$ cat src/design/spra_map.vh
// Function
// - On menu entry, display alternates threshold one label and value until touched.
// - Up/down adjust items; program advances value, delays, band, pump, then next.
// - Relay one energizes only after alarm held unbroken for the make delay.
// - Relay one releases only after alarm absent unbroken for the break delay.
// - Each threshold keeps its own band enable, toggled by up/down.
// - Pump mode with threshold two above one bands relay one between them.
// - Pump fill: relay one on below threshold one, off at threshold two.
// - Pump drain: relay one on above threshold two, off at threshold one.
// - Thresholds three and four have no delays; menu offers value then band.
// - After threshold four band, menu shows stored activation polarity set.
// - Thresholds stay active for indication; operator parks unwanted ones at limits.
// - High polarity alarms above threshold; low polarity alarms below it.
// - Polarity characters map left to right onto thresholds four to one.
`ifndef SPRA_MAP_VH
`define SPRA_MAP_VH

`define SPRA_CLK_HZ 250000000
`define SPRA_TICK_S 1
`define SPRA_BLINK_MS 500

`define SPRA_VAL_MIN 16'shF831
`define SPRA_VAL_MAX 16'sh270F
`define SPRA_DLY_MIN 16'sh0000
`define SPRA_DLY_MAX 16'sh270F
`define SPRA_THR_RST 16'sh270F
`define SPRA_DLY_RST 16'sh0000
`define SPRA_POL_RST 4'hF

`define SPRA_M_IDLE 5'h00
`define SPRA_M_T1_VAL 5'h01
`define SPRA_M_T1_MAKE 5'h02
`define SPRA_M_T1_BREAK 5'h03
`define SPRA_M_T1_BAND 5'h04
`define SPRA_M_T1_PUMP 5'h05
`define SPRA_M_T2_VAL 5'h06
`define SPRA_M_T2_BAND 5'h07
`define SPRA_M_T3_VAL 5'h08
`define SPRA_M_T3_BAND 5'h09
`define SPRA_M_T4_VAL 5'h0A
`define SPRA_M_T4_BAND 5'h0B
`define SPRA_M_POL1 5'h0C
`define SPRA_M_POL2 5'h0D
`define SPRA_M_POL3 5'h0E
`define SPRA_M_POL4 5'h0F

`endif

$ cat src/design/spra_cmp.v
`include "spra_map.vh"
module spra_cmp (
    input wire clock_i,
    input wire rst_n_i,
    input wire sample_i,
    input wire signed [15:0] reading_i,
    input wire signed [15:0] thr_i,
    input wire signed [15:0] upper_thr_i,
    input wire band_enable_i,
    input wire [7:0] band_width_i,
    input wire high_pol_i,
    input wire pump_band_mode_i,
    output wire alarm_o
);
    wire signed [16:0] rd;
    wire signed [16:0] th;
    wire signed [16:0] wid;
    wire signed [16:0] lower;
    wire signed [16:0] upper;
    reg alarm_ff;
    reg nxt_alarm;

    assign rd = {reading_i[15], reading_i};
    assign th = {thr_i[15], thr_i};
    assign wid = band_enable_i ? {9'h000, band_width_i} : 17'h00000;
    assign lower = pump_band_mode_i ? th : th - wid;
    assign upper = pump_band_mode_i ? {upper_thr_i[15], upper_thr_i}
                                    : th + wid;
    assign alarm_o = alarm_ff;

    always @* begin
        nxt_alarm = alarm_ff;
        if (high_pol_i) begin
            if (rd > upper)
                nxt_alarm = 1'b1;
            else if (rd <= lower)
                nxt_alarm = 1'b0;
        end else begin
            if (rd < lower)
                nxt_alarm = 1'b1;
            else if (rd >= upper)
                nxt_alarm = 1'b0;
        end
    end

    always @(posedge clock_i or negedge rst_n_i) begin
        if (!rst_n_i)
            alarm_ff <= 1'b0;
        else if (sample_i)
            alarm_ff <= nxt_alarm;
    end
endmodule // spra_cmp

$ cat src/design/spra_top.v
`include "spra_map.vh"
module spra_top #(
    parameter [31:0] TICK_CYCLES = `SPRA_CLK_HZ * `SPRA_TICK_S,
    parameter [31:0] BLINK_CYCLES = `SPRA_CLK_HZ / 1000 * `SPRA_BLINK_MS
) (
    input wire clock_i,
    input wire rst_n_i,
    input wire reading_valid_i,
    input wire signed [15:0] reading_i,
    input wire [7:0] band_width_i,
    input wire btn_prog_i,
    input wire btn_up_i,
    input wire btn_down_i,
    output wire [3:0] relay_o,
    output wire [3:0] lamp_o,
    output wire menu_active_o,
    output wire [4:0] menu_item_o,
    output wire disp_label_o,
    output wire [15:0] disp_value_o
);
    ////////////////////////////////////////////////////////////////////////
    // Reset release and button synchronisers
    reg [1:0] rst_sync_ff;
    wire rst_n;
    wire [2:0] btn_raw;
    reg [2:0] btn_s1_ff;
    reg [2:0] btn_s2_ff;
    reg [2:0] btn_old_ff;
    reg combo_old_ff;
    wire [2:0] btn_rise;
    wire combo_rise;
    wire prog_rise;
    wire up_rise;
    wire down_rise;
    genvar g;

    always @(posedge clock_i or negedge rst_n_i) begin
        if (!rst_n_i)
            rst_sync_ff <= 2'h0;
        else
            rst_sync_ff <= {rst_sync_ff[0], 1'b1};
    end
    assign rst_n = rst_sync_ff[1];

    assign btn_raw = {btn_down_i, btn_up_i, btn_prog_i};
    generate
        for (g = 0; g < 3; g = g + 1) begin : g_sync
            always @(posedge clock_i or negedge rst_n) begin
                if (!rst_n) begin
                    btn_s1_ff[g] <= 1'b0;
                    btn_s2_ff[g] <= 1'b0;
                    btn_old_ff[g] <= 1'b0;
                end else begin
                    btn_s1_ff[g] <= btn_raw[g];
                    btn_s2_ff[g] <= btn_s1_ff[g];
                    btn_old_ff[g] <= btn_s2_ff[g];
                end
            end
        end
    endgenerate

    always @(posedge clock_i or negedge rst_n) begin
        if (!rst_n)
            combo_old_ff <= 1'b0;
        else
            combo_old_ff <= btn_s2_ff[0] & btn_s2_ff[2];
    end
    assign btn_rise = btn_s2_ff & ~btn_old_ff;
    assign combo_rise = btn_s2_ff[0] & btn_s2_ff[2] & ~combo_old_ff;
    assign prog_rise = btn_rise[0] & ~btn_s2_ff[2];
    assign up_rise = btn_rise[1];
    assign down_rise = btn_rise[2] & ~btn_s2_ff[0];

    ////////////////////////////////////////////////////////////////////////
    // Settings and menu
    reg [4:0] menu_ff;
    reg [4:0] nxt_menu;
    reg signed [15:0] thr_ff [0:3];
    reg signed [15:0] make_ff;
    reg signed [15:0] break_ff;
    reg [3:0] band_ff;
    reg pump_ff;
    reg [3:0] pol_ff;
    integer k;

    function signed [15:0] spra_step;
        input signed [15:0] v;
        input up;
        input signed [15:0] lo;
        input signed [15:0] hi;
        begin
            if (up)
                spra_step = (v >= hi) ? hi : v + 16'sh0001;
            else
                spra_step = (v <= lo) ? lo : v - 16'sh0001;
        end
    endfunction

    always @* begin
        nxt_menu = menu_ff;
        case (menu_ff)
            `SPRA_M_IDLE: begin
                if (combo_rise)
                    nxt_menu = `SPRA_M_T1_VAL;
            end
            `SPRA_M_POL4: begin
                if (prog_rise)
                    nxt_menu = `SPRA_M_IDLE;
            end
            default: begin
                if (prog_rise)
                    nxt_menu = menu_ff + 5'h01;
            end
        endcase
    end

    always @(posedge clock_i or negedge rst_n) begin
        if (!rst_n) begin
            menu_ff <= `SPRA_M_IDLE;
            for (k = 0; k < 4; k = k + 1)
                thr_ff[k] <= `SPRA_THR_RST;
            make_ff <= `SPRA_DLY_RST;
            break_ff <= `SPRA_DLY_RST;
            band_ff <= 4'h0;
            pump_ff <= 1'b0;
            pol_ff <= `SPRA_POL_RST;
        end else begin
            menu_ff <= nxt_menu;
            if (up_rise | down_rise) begin
                case (menu_ff)
                    `SPRA_M_T1_VAL: thr_ff[0] <= spra_step(thr_ff[0],
                        up_rise, `SPRA_VAL_MIN, `SPRA_VAL_MAX);
                    `SPRA_M_T2_VAL: thr_ff[1] <= spra_step(thr_ff[1],
                        up_rise, `SPRA_VAL_MIN, `SPRA_VAL_MAX);
                    `SPRA_M_T3_VAL: thr_ff[2] <= spra_step(thr_ff[2],
                        up_rise, `SPRA_VAL_MIN, `SPRA_VAL_MAX);
                    `SPRA_M_T4_VAL: thr_ff[3] <= spra_step(thr_ff[3],
                        up_rise, `SPRA_VAL_MIN, `SPRA_VAL_MAX);
                    `SPRA_M_T1_MAKE: make_ff <= spra_step(make_ff,
                        up_rise, `SPRA_DLY_MIN, `SPRA_DLY_MAX);
                    `SPRA_M_T1_BREAK: break_ff <= spra_step(break_ff,
                        up_rise, `SPRA_DLY_MIN, `SPRA_DLY_MAX);
                    `SPRA_M_T1_BAND: band_ff[0] <= ~band_ff[0];
                    `SPRA_M_T2_BAND: band_ff[1] <= ~band_ff[1];
                    `SPRA_M_T3_BAND: band_ff[2] <= ~band_ff[2];
                    `SPRA_M_T4_BAND: band_ff[3] <= ~band_ff[3];
                    `SPRA_M_T1_PUMP: pump_ff <= ~pump_ff;
                    `SPRA_M_POL1: pol_ff[0] <= ~pol_ff[0];
                    `SPRA_M_POL2: pol_ff[1] <= ~pol_ff[1];
                    `SPRA_M_POL3: pol_ff[2] <= ~pol_ff[2];
                    `SPRA_M_POL4: pol_ff[3] <= ~pol_ff[3];
                    default: ;
                endcase
            end
        end
    end

    ////////////////////////////////////////////////////////////////////////
    // Display: label and value alternate until touched
    reg [31:0] blink_cnt_ff;
    reg blink_on_ff;
    reg label_ff;
    reg [15:0] value_ff;
    reg [15:0] nxt_value;

    always @* begin
        case (menu_ff)
            `SPRA_M_T1_VAL: nxt_value = thr_ff[0];
            `SPRA_M_T1_MAKE: nxt_value = make_ff;
            `SPRA_M_T1_BREAK: nxt_value = break_ff;
            `SPRA_M_T1_BAND: nxt_value = {15'h0000, band_ff[0]};
            `SPRA_M_T1_PUMP: nxt_value = {15'h0000, pump_ff};
            `SPRA_M_T2_VAL: nxt_value = thr_ff[1];
            `SPRA_M_T2_BAND: nxt_value = {15'h0000, band_ff[1]};
            `SPRA_M_T3_VAL: nxt_value = thr_ff[2];
            `SPRA_M_T3_BAND: nxt_value = {15'h0000, band_ff[2]};
            `SPRA_M_T4_VAL: nxt_value = thr_ff[3];
            `SPRA_M_T4_BAND: nxt_value = {15'h0000, band_ff[3]};
            `SPRA_M_POL1, `SPRA_M_POL2, `SPRA_M_POL3,
            `SPRA_M_POL4: nxt_value = {12'h000, pol_ff};
            default: nxt_value = 16'h0000;
        endcase
    end

    always @(posedge clock_i or negedge rst_n) begin
        if (!rst_n) begin
            blink_cnt_ff <= 32'h00000000;
            blink_on_ff <= 1'b0;
            label_ff <= 1'b0;
            value_ff <= 16'h0000;
        end else begin
            value_ff <= nxt_value;
            if (nxt_menu == `SPRA_M_IDLE) begin
                blink_on_ff <= 1'b0;
                label_ff <= 1'b0;
                blink_cnt_ff <= 32'h00000000;
            end else if (nxt_menu != menu_ff) begin
                blink_on_ff <= 1'b1;
                label_ff <= 1'b1;
                blink_cnt_ff <= 32'h00000000;
            end else if (up_rise | down_rise) begin
                blink_on_ff <= 1'b0;
                label_ff <= 1'b0;
            end else if (blink_on_ff) begin
                if (blink_cnt_ff >= BLINK_CYCLES - 32'h00000001) begin
                    blink_cnt_ff <= 32'h00000000;
                    label_ff <= ~label_ff;
                end else begin
                    blink_cnt_ff <= blink_cnt_ff + 32'h00000001;
                end
            end
        end
    end

    assign menu_active_o = (menu_ff != `SPRA_M_IDLE);
    assign menu_item_o = menu_ff;
    assign disp_label_o = label_ff;
    assign disp_value_o = value_ff;

    ////////////////////////////////////////////////////////////////////////
    // Threshold comparators
    wire [3:0] alarm;
    wire pump_on;

    assign pump_on = pump_ff & (thr_ff[1] > thr_ff[0]);

    generate
        for (g = 0; g < 4; g = g + 1) begin : g_cmp
            spra_cmp u_cmp (
                .clock_i(clock_i),
                .rst_n_i(rst_n),
                .sample_i(reading_valid_i),
                .reading_i(reading_i),
                .thr_i(thr_ff[g]),
                .upper_thr_i(thr_ff[1]),
                .band_enable_i(band_ff[g]),
                .band_width_i(band_width_i),
                .high_pol_i(pol_ff[g]),
                .pump_band_mode_i((g == 0) ? pump_on : 1'b0),
                .alarm_o(alarm[g])
            );
        end
    endgenerate

    ////////////////////////////////////////////////////////////////////////
    // Relay one make and break delays
    reg [31:0] tick_cnt_ff;
    reg [15:0] sec_cnt_ff;
    reg relay1_ff;
    wire [15:0] delay_sel;

    assign delay_sel = relay1_ff ? break_ff : make_ff;

    always @(posedge clock_i or negedge rst_n) begin
        if (!rst_n) begin
            tick_cnt_ff <= 32'h00000000;
            sec_cnt_ff <= 16'h0000;
            relay1_ff <= 1'b0;
        end else if (alarm[0] == relay1_ff) begin
            tick_cnt_ff <= 32'h00000000;
            sec_cnt_ff <= 16'h0000;
        end else if (sec_cnt_ff >= delay_sel) begin
            relay1_ff <= alarm[0];
            tick_cnt_ff <= 32'h00000000;
            sec_cnt_ff <= 16'h0000;
        end else if (tick_cnt_ff >= TICK_CYCLES - 32'h00000001) begin
            tick_cnt_ff <= 32'h00000000;
            sec_cnt_ff <= sec_cnt_ff + 16'h0001;
        end else begin
            tick_cnt_ff <= tick_cnt_ff + 32'h00000001;
        end
    end

    assign relay_o = {alarm[3:1], relay1_ff};
    assign lamp_o = {alarm[3:1], relay1_ff};
endmodule // spra_top

$ cat config.mk
export PLATFORM = sky130hd
export DESIGN_NAME = spra_top
export DESIGN_NICKNAME = d
export VERILOG_FILES = /design/src/design/spra_cmp.v /design/src/design/spra_top.v
export VERILOG_INCLUDE_DIRS = /design/src /design/src/design
export SDC_FILE = /design/constraint.sdc
export NUM_CORES = 1
export LEC_CHECK = 0
export BUFFER_PORTS_ARGS = -buffer_cell sky130_fd_sc_hd__buf_2
export CAP_MARGIN = 10
export CORE_MARGIN = 3
export CORE_UTILIZATION = 57
export DETAILED_ROUTE_END_ITERATION = 6
export HOLD_SLACK_MARGIN = 0.05
export PLACE_DENSITY = 0.75
export RECOVER_POWER = 100
export SLEW_MARGIN = 25
export SYNTH_ARGS = -nofsm -noshare
export SYNTH_HDL_FRONTEND = slang
export SYNTH_SLANG_ARGS = --single-unit
$ cat constraint.sdc
create_clock -name clock_i -period 12.3 [get_ports clock_i]
set_input_delay 3.075 -clock clock_i [delete_from_list [all_inputs] [get_ports clock_i]]
set_output_delay 3.075 -clock clock_i [all_outputs]
set_load 0.05 [all_outputs]
Word level (Yosys, flattened, before mapping)
Cells that the tools add are included.
Cells by class
  reductions and logical operators: 35
  bitwise gates (word level): 22
  mux-type cells: 69
  add/subtract/negate cells: 24
  eq/ne operators: 22
  magnitude comparators: 32
Operator list (number)
  16-bit 2-to-1 mux: 22
  32-bit 2-to-1 mux: 8
  16-bit one-hot mux with 12 select lines: 1
  16-bit by 2-bit adder with 16-bit output, second input constant: 6
  16-bit by 15-bit >= comparator with 1-bit output, second input constant: 6
  16-bit by 2-bit subtractor with 16-bit output, second input constant: 6
  16-bit by 9-bit adder with 17-bit output: 4
  16-bit by 17-bit >= comparator with 1-bit output: 4
  16-bit by 17-bit > comparator with 1-bit output: 4
  16-bit by 17-bit <= comparator with 1-bit output: 4
  16-bit by 17-bit less-than comparator with 1-bit output: 4
  16-bit by 9-bit subtractor with 17-bit output: 4
  32-bit by 1-bit adder with 32-bit output, second input constant: 2
  16-bit by 12-bit <= comparator with 1-bit output, second input constant: 4
  5-bit by 4-bit equality test with 1-bit output, second input constant: 8
  2-bit AND reduction: 18
  17-bit 2-to-1 mux: 2
  32-bit by 27-bit >= comparator with 1-bit output, second input constant: 1
  32-bit by 28-bit >= comparator with 1-bit output, second input constant: 1
  16-bit by 1-bit <= comparator with 1-bit output, second input constant: 2
  8-bit 2-to-1 mux: 4
  1-bit 2-to-1 mux: 28
  3-bit nonzero test: 7
  5-bit by 3-bit equality test with 1-bit output, second input constant: 4
  other kinds (22): 50
Word-level totals
  bits of input ports: 30
  register bits after elaboration: 225
  logic and storage cells: 242

Depth between registers and ports, before layout
Gate-level depths: netlist of run 1.
  depth after elaboration: 8
  mapped depth: 21
  gate-level depth less buffers: 20

By module
A second synthesis of run 1 with hierarchy kept.
Unflattened totals
  cells, all modules: 3173
  area total of the unflattened synthesis: 24486.0 µm²
Modules (own cells, without submodules)
  spra_top: cells an instance 1890, instances 1, area an instance 15493.6 µm²
  spra_cmp (g_cmp[0].u_cmp ...): cells an instance 324, instances 3, area an instance 2243.4 µm²
  spra_cmp (g_cmp[3].u_cmp): cells an instance 311, instances 1, area an instance 2262.2 µm²

Least setup slack after synthesis of run 1
Ideal clock, no wire load.
  path type: input port to flip-flop
  from: input port band_width_i[1]
  to: register g_cmp[1].u_cmp.alarm_ff
  arrival: 6.659 ns
  stages on the path: 19
  required time: 12.174 ns
  path slack: 5.515 ns
  setup time: 0.126 ns
  cell sequence: nand2_1 ha_1 nor2b_1 o21ai_0 nand2b_1 a21o_1 a31o_2 or4_1 a211oi_1 xnor2_1 ha_1 nand4_1 or2_2 a21oi_1 a211oi_1 o21ai_0 mux2i_1 mux2_2 a221o_1
Between the ends
  word-level cells in the longest chain between the ends: 5
  elaborated cells on any way between the ends: 13
  those cells by class: add/sub (2); order compare (4); eq/ne (1); mux (4); reduce/logical (2)
RTL lines
  start, declared: line spra_top.v:10  | input wire [7:0] band_width_i,
  8-bit 2-to-1 mux *: line spra_cmp.v:25  | assign wid = band_enable_i ? {9'h000, band_width_i} : 17'h00000;
  16-bit by 9-bit subtractor with 17-bit output / 16-bit by 9-bit adder with 17-bit output (equally long branches): line spra_cmp.v:26, spra_cmp.v:28
  16-bit by 17-bit <= comparator with 1-bit output, or another cell as far along: line spra_cmp.v:36  | else if (rd <= lower)
  3-bit by 1-bit inequality test with 1-bit output (no line), or another cell as far along
  3-bit AND reduction (no line) / 1-bit 2-to-1 mux (equally long branches)
  end signal, assigned: line spra_cmp.v:50  | alarm_ff <= nxt_alarm;
  end, declared: line spra_cmp.v:20  | reg alarm_ff;
Mark *: on every way between the ends. The rest lies on a longest branch, timed or not.
A chain may end at the register's enable or synchronous reset.

Final worst setup path of run 1
  from: input port band_width_i[2]
  to: register g_cmp[0].u_cmp.alarm_ff
Between the ends
  word-level cells in the longest chain between the ends: 6
  elaborated cells on any way between the ends: 15
  those cells by class: add/sub (2); order compare (4); eq/ne (1); mux (6); reduce/logical (2)
RTL lines (line)
  8-bit 2-to-1 mux *: spra_cmp.v:25
  16-bit by 9-bit subtractor with 17-bit output / 16-bit by 9-bit adder with 17-bit output (equally long branches): spra_cmp.v:26, spra_cmp.v:28
  17-bit 2-to-1 mux (on tied branches): spra_cmp.v:26, spra_cmp.v:27
  16-bit by 17-bit <= comparator with 1-bit output, or another cell as far along: spra_cmp.v:36
  3-bit by 1-bit inequality test with 1-bit output (no line), or another cell as far along
  3-bit AND reduction (no line) / 1-bit 2-to-1 mux (equally long branches)
  end signal, assigned: spra_cmp.v:50
  end, declared: spra_cmp.v:20
Marks and branches as above.

==> results.cfg, run 1 <==
[cts]
clk-insertion-delay-late_ns = 0.56
cts_root_buf = clkbuf_16
htreeDepth = 1
hold_buffers = 0
tritoncts = yes
cts_setup_buffers = 0
clk_path_buf_depth = 3
numCtsBuffers = 27
cts_sinks = 225
ctsResizeCount = 0
clk_pin_slew_ns = 0.07

[worst_setup_path]
arrival_ns = 7.24
worst-path-stages = 19
crit_type = in -> reg
path_cells = clkbuf_1 -> nand2_1 -> ha_1 -> o21ai_0 -> a21o_1 -> a21oi_1 -> nor3_1 -> o31ai_1 -> nor4_1 -> xnor2_1 -> ha_1 -> nand4_1 -> nor4_1 -> a21boi_0 -> a2111oi_0 -> mux2i_1 -> a31oi_1 -> o31a_1 -> o21ai_0
crit_buf_inv = 1
critical_path.top_delay_family = compound AO/OA/AOI/OAI gates
worst_path_largest_cell_delay_ns = 0.60
worst_setup_path_start_kind = input pin
end_kind = flip-flop
required_ns = 12.73
worst_path_max_delay_cell = o31ai_1
worst-path-max-fanout = 6
reg2reg_depth = 20

[placement]
place_inst = 3263
port_buffers = 60
hpwlAfterDp_um = 50700
gp_congestion = 0.985
place_area_mm2 = 0.0230

[timing]
fmax_ghz = 0.147
rsz0062_at_grt = no
fin_worst_skew_ns = 0.0266
min_period_ns = 6.81
finalCritPeriodShare_pct = 55.4
worst_pin_slew_ns = 3.82
finalHoldViolations = 0
setup_viol = 0
timing.final.max_slew_violations = 88
setup_tns_ns = 0
max_slew_margin_pct = -154

[yosys]
syn_area_per_cell_um2 = 7.97
synth_mux_area_share_pct = 1.49
ys_warn_count = 0
synth-seq-area-share_pct = 25.2
ys_ff_latch = 225
ys_types = 93
synth_edf_count = 0
ys_async_sr_fraction_pct = 100
synthesis.area_mm2 = 0.0225
synth_top_family_by_area = compound AO/OA/AOI/OAI gates
synth_compound_area_share_pct = 22.6
synth_fa_ha_area_share_pct = 15.3
synth_flop_cell = dfrtp_1
synth-simple-area-share_pct = 22.1
synthXorXnorAreaFrac_pct = 8.24
syn_inst = 2828

[floorplan]
ioPinCount = 61
dieHeight_um = 205
rows = 72
coreArea_mm2 = 0.0388
die-area_mm2 = 0.0420
die_x_um = 205
start_util_pct = 58.0

[global_route]
antenna_found_initial = 0
overflow = 0
grt_pass1_vias = 20800
grt_use_total_pct = 32.4
grt_max_degree = 194
grt_pass1_wl_um = 111000

[detailed_routing]
num_vias = 21900
postRouteAntennaNets = 0
firstDrtPassIters = 6
drt_wl_total_um = 69000
drt-initial-drc-count = 2337
post_drt_wl_per_cell_um = 20.8
drt-vias-per-instance = 6.60
drc = 0

[cells_and_area]
antenna_cells = 0
final_core_util_pct = 61.5
syn_to_final_growth_pct = 5.99
stdcell_area_mm2 = 0.0239
nNetsFinal = 3076
fillCellCount = 3456
fin_cells = 3315
drive_above_1_share_pct = 5.83

[power]
power.leakage_nw = 10.2
powerDensity_mw_per_mm2 = 218
vdd_drop_max_v = 0.000206

[outcome]
status = finished with violations
failed_checks = capacitance limit, slew limit

[run]
maxCapViolCount = 2

[min_path]
whs_path_depth = 0
hold_path.class = reg -> reg
==> placed cells by master, fill, tap and decap left out, types with 9 or more instances in the layout <==
master / synthesis / final
a21oi_1: 213 / 213
nand4_1: 63 / 63
clkbuf_16: 0 / 27
buf_4: 8 / 14
nor4_1: 29 / 29
or3_1: 18 / 18
ha_1: 262 / 262
xnor2_1: 147 / 147
a22oi_1: 55 / 56
mux2i_1: 28 / 28
nor2b_1: 44 / 43
a21o_1: 40 / 40
and3_1: 33 / 33
o21a_1: 14 / 14
nand3b_1: 9 / 9
o41ai_1: 9 / 9
o221ai_1: 13 / 13
nand2b_1: 30 / 30
inv_1: 122 / 122
dfstp_2: 36 / 33
o31ai_1: 28 / 28
a221oi_1: 13 / 13
o211ai_1: 14 / 15
o21ai_0: 176 / 179
nor3_1: 81 / 80
and4_1: 14 / 14
a31oi_1: 41 / 41
clkbuf_1: 133 / 41
xor2_1: 65 / 65
nor2_1: 290 / 290
nand3_1: 132 / 132
dfrtp_1: 189 / 189
nand2_1: 211 / 212
a211oi_1: 30 / 30
or4_1: 10 / 10
and2_0: 1 / 9
buf_2: 7 / 28
==> per-stage QoR <==
| stage | setup slack [ns] | hold slack (ns) | power [mW] |
|---|---|---|---|
| global route | 5.08 | 0.352 | 5.64 |
| finish | 5.49 | 0.349 | 5.22 |
| global placement | 5.12 | 0.266 | 4.19 |
| CTS | 5.57 | 0.272 | 5.19 |
| floorplan | 5.51 | 0.331 | 3.52 |
| detailed placement | 5.01 | 0.268 | 4.29 |
==> path summary, 6_finish.rpt <==
| path | from | end | slack, ns |
|---|---|---|---|
| max | band_width_i[2] | g_cmp[0].u_cmp.alarm_o | 5.49 |
| min | btn_s1_ff[0] | btn_s2_ff[0] | 0.35 |
| max reg2reg | thr_ff[56] | g_cmp[0].u_cmp.alarm_o | 6.48 |
| min reg2reg | btn_s1_ff[0] | btn_s2_ff[0] | 0.35 |
| max in group asynchronous | rst_sync_ff[1] | blink_cnt_ff[4] | 7.61 |
| min in group asynchronous | rst_sync_ff[1] | tick_cnt_ff[0] | 0.48 |
==> kinds of logic (layout without fill, tap and decap cells) <==
kind of cell | count (synthesis) | in the layout
AOI/OAI and AO/OA | 777 | 777
buffers and inverters | 294 | 260
muxes | 33 | 33
adders and majority gates | 270 | 270
other | 2 | 5
DFF | 225 | 225
xor gates and xnor gates | 212 | 212
and+or+nand+nor | 1015 | 1015
==> area by class of cell <==
| type | instances | area (um^2) | share of cell area (%) |
|---|---|---|---|
| Clock inverter | 16 | 249 | 1.04 |
| Sequential cell | 225 | 5680 | 23.8 |
| Inverter | 130 | 488 | 2.04 |
| Clock buffer | 34 | 732 | 3.07 |
| Multi-Input combinational cell | 2312 | 15700 | 65.6 |
| Timing Repair Buffer | 80 | 412 | 1.72 |
| Tap cell | 518 | 648 | 2.71 |
==> Yosys cell counts, drive strengths merged, types with 14 or more instances <==
library cell,number,area share (%)
a211oi,30,1.0
a21o,40,1.3
a21oi,213,4.7
a221oi,14,0.62
a22oi,56,1.9
a31oi,41,1.1
and2,17,0.47
and3,33,0.92
and4,14,0.54
buf,30,0.74
clkbuf,134,2.2
dfrtp,189,21
dfstp,36,4.2
ha,262,15
inv,124,2.1
mux2i,28,1.2
nand2,212,3.5
nand2b,30,0.83
nand3,132,2.9
nand4,64,1.8
nor2,290,4.8
nor2b,44,1.2
nor3,83,1.9
nor4,30,0.86
o211ai,15,0.52
o21a,14,0.47
o21ai,180,4.0
o31ai,28,0.93
or3,18,0.50
xnor2,147,5.7
xor2,65,2.5
==> where the power goes <==
group	internal (mW)	switching [mW]
Combinational	1.13	1.75
Sequential	0.927	0.521
Clock	0.549	0.337
Total	2.61	2.61
==> sequential cells by signal, indices dropped and copies added, names as in the netlist, 4 cells and up <==
register	cells
thr_ff	64
blink_cnt_ff	32
tick_cnt_ff	32
break_ff	16
disp_value_o	16
make_ff	16
sec_cnt_ff	16
menu_item_o	5
band_ff	4
g_cmp.u_cmp.alarm_o	4
pol_ff	4
==> routing by layer <==
| metal | vias to the layer above | share of wire (%) | global-route usage [%] |
|---|---|---|---|
| li1 | 10200 | - | - |
| met3 | 175 | 8.9 | 4.75 |
| met5 | - | 0 | 0 |
| met4 | 0 | 4.5 | 14.8 |
| met1 | 10500 | 42 | 44.5 |
| met2 | 1015 | 44 | 50.7 |
No activity file was read; power rests on OpenSTA's default activity.
==> run 2: changes to the inputs <==
--- a/config.mk
+++ b/config.mk
@@ -6,6 +6,7 @@
 export SDC_FILE = /design/constraint.sdc
 export NUM_CORES = 1
 export LEC_CHECK = 0
+export ABC_AREA = 1
 export BUFFER_PORTS_ARGS = -buffer_cell sky130_fd_sc_hd__buf_2
 export CAP_MARGIN = 10
 export CORE_MARGIN = 3
==> constraint.sdc (replaced) <==
create_clock -name clock_i -period 6.9 [get_ports clock_i]
set_input_delay 1.725 -clock clock_i [delete_from_list [all_inputs] [get_ports clock_i]]
set_output_delay 1.725 -clock clock_i [all_outputs]
set_load 0.05 [all_outputs]
==> run 2 against run 1 <==
Effect of this change:
- the run ends with DRC, capacitance limit, slew limit left
- global-route usage up 1.3 points
- area after synthesis up 8.4%
- combinational power increased to 2.7 times the previous value
- via count up 13%
- first-iteration DRC count is 10% higher
- clock power is 69% higher
- clock-buffer cell count up 10
- critical endpoint is now blink_cnt_ff[19]
- largest power group unchanged
==> results.cfg, run 2 <==
[yosys]
synthTopCellsByArea = dfrtp_1 19%, ha_1 13%, nand2_1 12%
synth_common_cells = 775 x nand2_1, 458 x inv_1, 398 x nor2_1, 262 x ha_1, 258 x nand3_1
ys_types = 66
synthesis.area_mm2 = 0.0244
synthXorXnorAreaFrac_pct = 7.60
ys_ff_latch = 225
syn_area_per_cell_um2 = 6.67
yosysMostFrequentCell = nand2_1
synth_flop_cell = dfrtp_1
synth_top_area_cell = dfrtp_1
synth_compound_area_share_pct = 14.8
synth_mux_area_share_pct = 0
synth_fa_ha_area_share_pct = 14.1
synth-seq-area-share_pct = 23.2
synth_edf_count = 0
synth-simple-area-share_pct = 30.3
ys_async_sr_fraction_pct = 100
syn_inst = 3661
ys_warn_count = 0
synth_top_area_share_pct = 19.4
synth_top_family_by_area = simple AND/OR/NAND/NOR gates

[cts]
tritoncts = yes
clk_pin_slew_ns = 0.06
clk_path_buf_depth = 3
ctsResizeCount = 0
cts_setup_buffers = 0
cts_root_buf = clkbuf_16
clk-insertion-delay-late_ns = 0.57
numCtsBuffers = 28
hold_buffers = 0
htreeDepth = 1
cts_sinks = 225

[timing]
whs_ns = 0.347
rsz0062_at_grt = no
timing.final.max_slew_violations = 87
finalHoldViolations = 0
fin_worst_skew_ns = 0.0219
setup_viol = 0
fmax_ghz = 0.193
max_slew_margin_pct = -61.3
worst_pin_slew_ns = 2.42
min_period_ns = 5.17
setup_tns_ns = 0
finalCritPeriodShare_pct = 75.0

[cells_and_area]
fin_cells = 4187
syn_to_final_growth_pct = 5.09
nNetsFinal = 3926
largest_register = thr_ff
seq_area_mm2 = 0.00568
final_cell_mix = 775 x nand2_1, 460 x inv_1, 407 x nor2_1, 262 x ha_1, 258 x nand3_1
antenna_cells = 0
drive_above_1_share_pct = 3.84
largest_reg_flops = 64
multi_input_area_mm2 = 0.0162
layout_commonest_cell = nand2_1
top_regs = thr_ff (64), blink_cnt_ff (32), tick_cnt_ff (32)
fillCellCount = 4076

[global_route]
grt_pass1_wl_um = 122000
grt_use_total_pct = 33.7
grt_max_degree = 169
met3_usage_pct = 4.83
antenna_found_initial = 0
busiest_layer = met2
overflow = 0
gr-usage-met2_pct = 52.6
grt_pass1_vias = 22600
use_met1_pct = 47.0

[outcome]
failed_checks = DRC, capacitance limit, slew limit
status = finished with violations

[worst_setup_path]
required_ns = 7.34
worst-path-max-fanout = 32
end_kind = flip-flop
worst_setup_path_start_kind = flip-flop
arrival_ns = 5.62
crit_type = reg -> reg

[power]
powerDensity_mw_per_mm2 = 474
vdd_drop_max_v = 0.000288
power.leakage_nw = 12.4

[floorplan]
die-area_mm2 = 0.0454
start_util_pct = 58.0
dieHeight_um = 213
ioPinCount = 61
coreArea_mm2 = 0.0421
rows = 75
die_x_um = 213

[placement]
hpwlAfterDp_um = 59300
place_inst = 4135
gp_congestion = 1.05
port_buffers = 60

[detailed_routing]
firstDrtPassIters = 7
drt-vias-per-instance = 5.91
drt_wl_total_um = 78100
num_vias = 24800
post_drt_wl_per_cell_um = 18.6
drc = 4
postRouteAntennaNets = 0
drt-initial-drc-count = 2576

[min_path]
hold_path.class = reg -> reg

[run]
maxCapViolCount = 3
run 2: cell count changes after synthesis, sizes merged, moves of 32 or more:
| cell | delta |
|---|---|
| inv | +343 |
| clkbuf | -60 |
| xnor2 | -135 |
| o21ai | +66 |
| and3 | -32 |
| xor2 | +135 |
| nor2 | +121 |
| nand2 | +566 |
| nand4 | +39 |
| nand3 | +129 |
| a22oi | -38 |
| nor2b | -44 |
| buf | +34 |
run 2: area by class of cell:
cell class | instances | area share [%]
multi-input combinational | 2820 | 63.3
sequential | 225 | 22.1
inverter | 481 | 7.05
clock buffer | 44 | 3.24
tap | 539 | 2.63
timing repair buffer | 70 | 1.32
clock inverter | 8 | 0.390
run 2: path summary, 6_finish.rpt:
| kind | to | slack, ns | from | cells past startpoint |
|---|---|---|---|---|
| hold reg to reg | btn_s2_ff[2] | 0.35 | btn_s1_ff[2] | 0 |
| max in group asynchronous | thr_ff[14] | 3.97 | rst_sync_ff[1] | 1 |
| min in group asynchronous | rst_sync_ff[0] | 0.94 | rst_n_i | 1 |
| hold / removal | btn_s2_ff[2] | 0.35 | btn_s1_ff[2] | 0 |
| setup reg to reg | blink_cnt_ff[19] | 1.73 | menu_item_o[0] | 14 |
| setup / recovery | blink_cnt_ff[19] | 1.73 | menu_item_o[0] | 14 |
run 2: power by group:
group          switching [mW]  internal [mW]
registers                1.01           1.76
logic                    5.26           2.64
clock network           0.603          0.900
run 2: metrics by stage:
| step | power [mW] | setup WS (ns) | util (%) | instance area, um^2 |
|---|---|---|---|---|
| final | 12.2 | 1.73 | 60.9 | 25700 |
| after floorplan | 8.45 | 0.229 | - | 24400 |
| after detailed placement | 10.5 | 1.65 | 59.0 | 24900 |
| after global placement | 10.4 | 1.70 | 59.0 | 24900 |
| after CTS | 12.1 | 2.17 | 61.2 | 25800 |
| after global routing | 13.3 | 1.14 | 60.9 | 25700 |
run 2: logic make-up after synthesis:
group           Yosys count
fa+ha+maj               270
xor+xnor                212
compound gates          630
other cells               2
simple gates           1703
flops                   225
buf+inv                 619
run 2: metal layers:
metal  vias to the layer above  share of wire [%]
met5                         -                  0
met4                         0                4.6
met3                       205                8.8
met2                      1130                 43
met1                     11300                 43
li1                      12100                  -
run 2: worst max-delay path: stages (launching register included):
cell     delay (ns)
dfrtp_1        0.56
ha_1           0.27
inv_1          0.07
nor2_1         0.11
ha_1           0.37
inv_1          0.07
nand2_1        0.21
nand3_1        0.16
nand2_1        0.13
nand2_1        0.06
nand2_1        0.07
nand3_2        0.05
nor2_1         1.47
nand3_2        1.00
o21ai_0        0.44
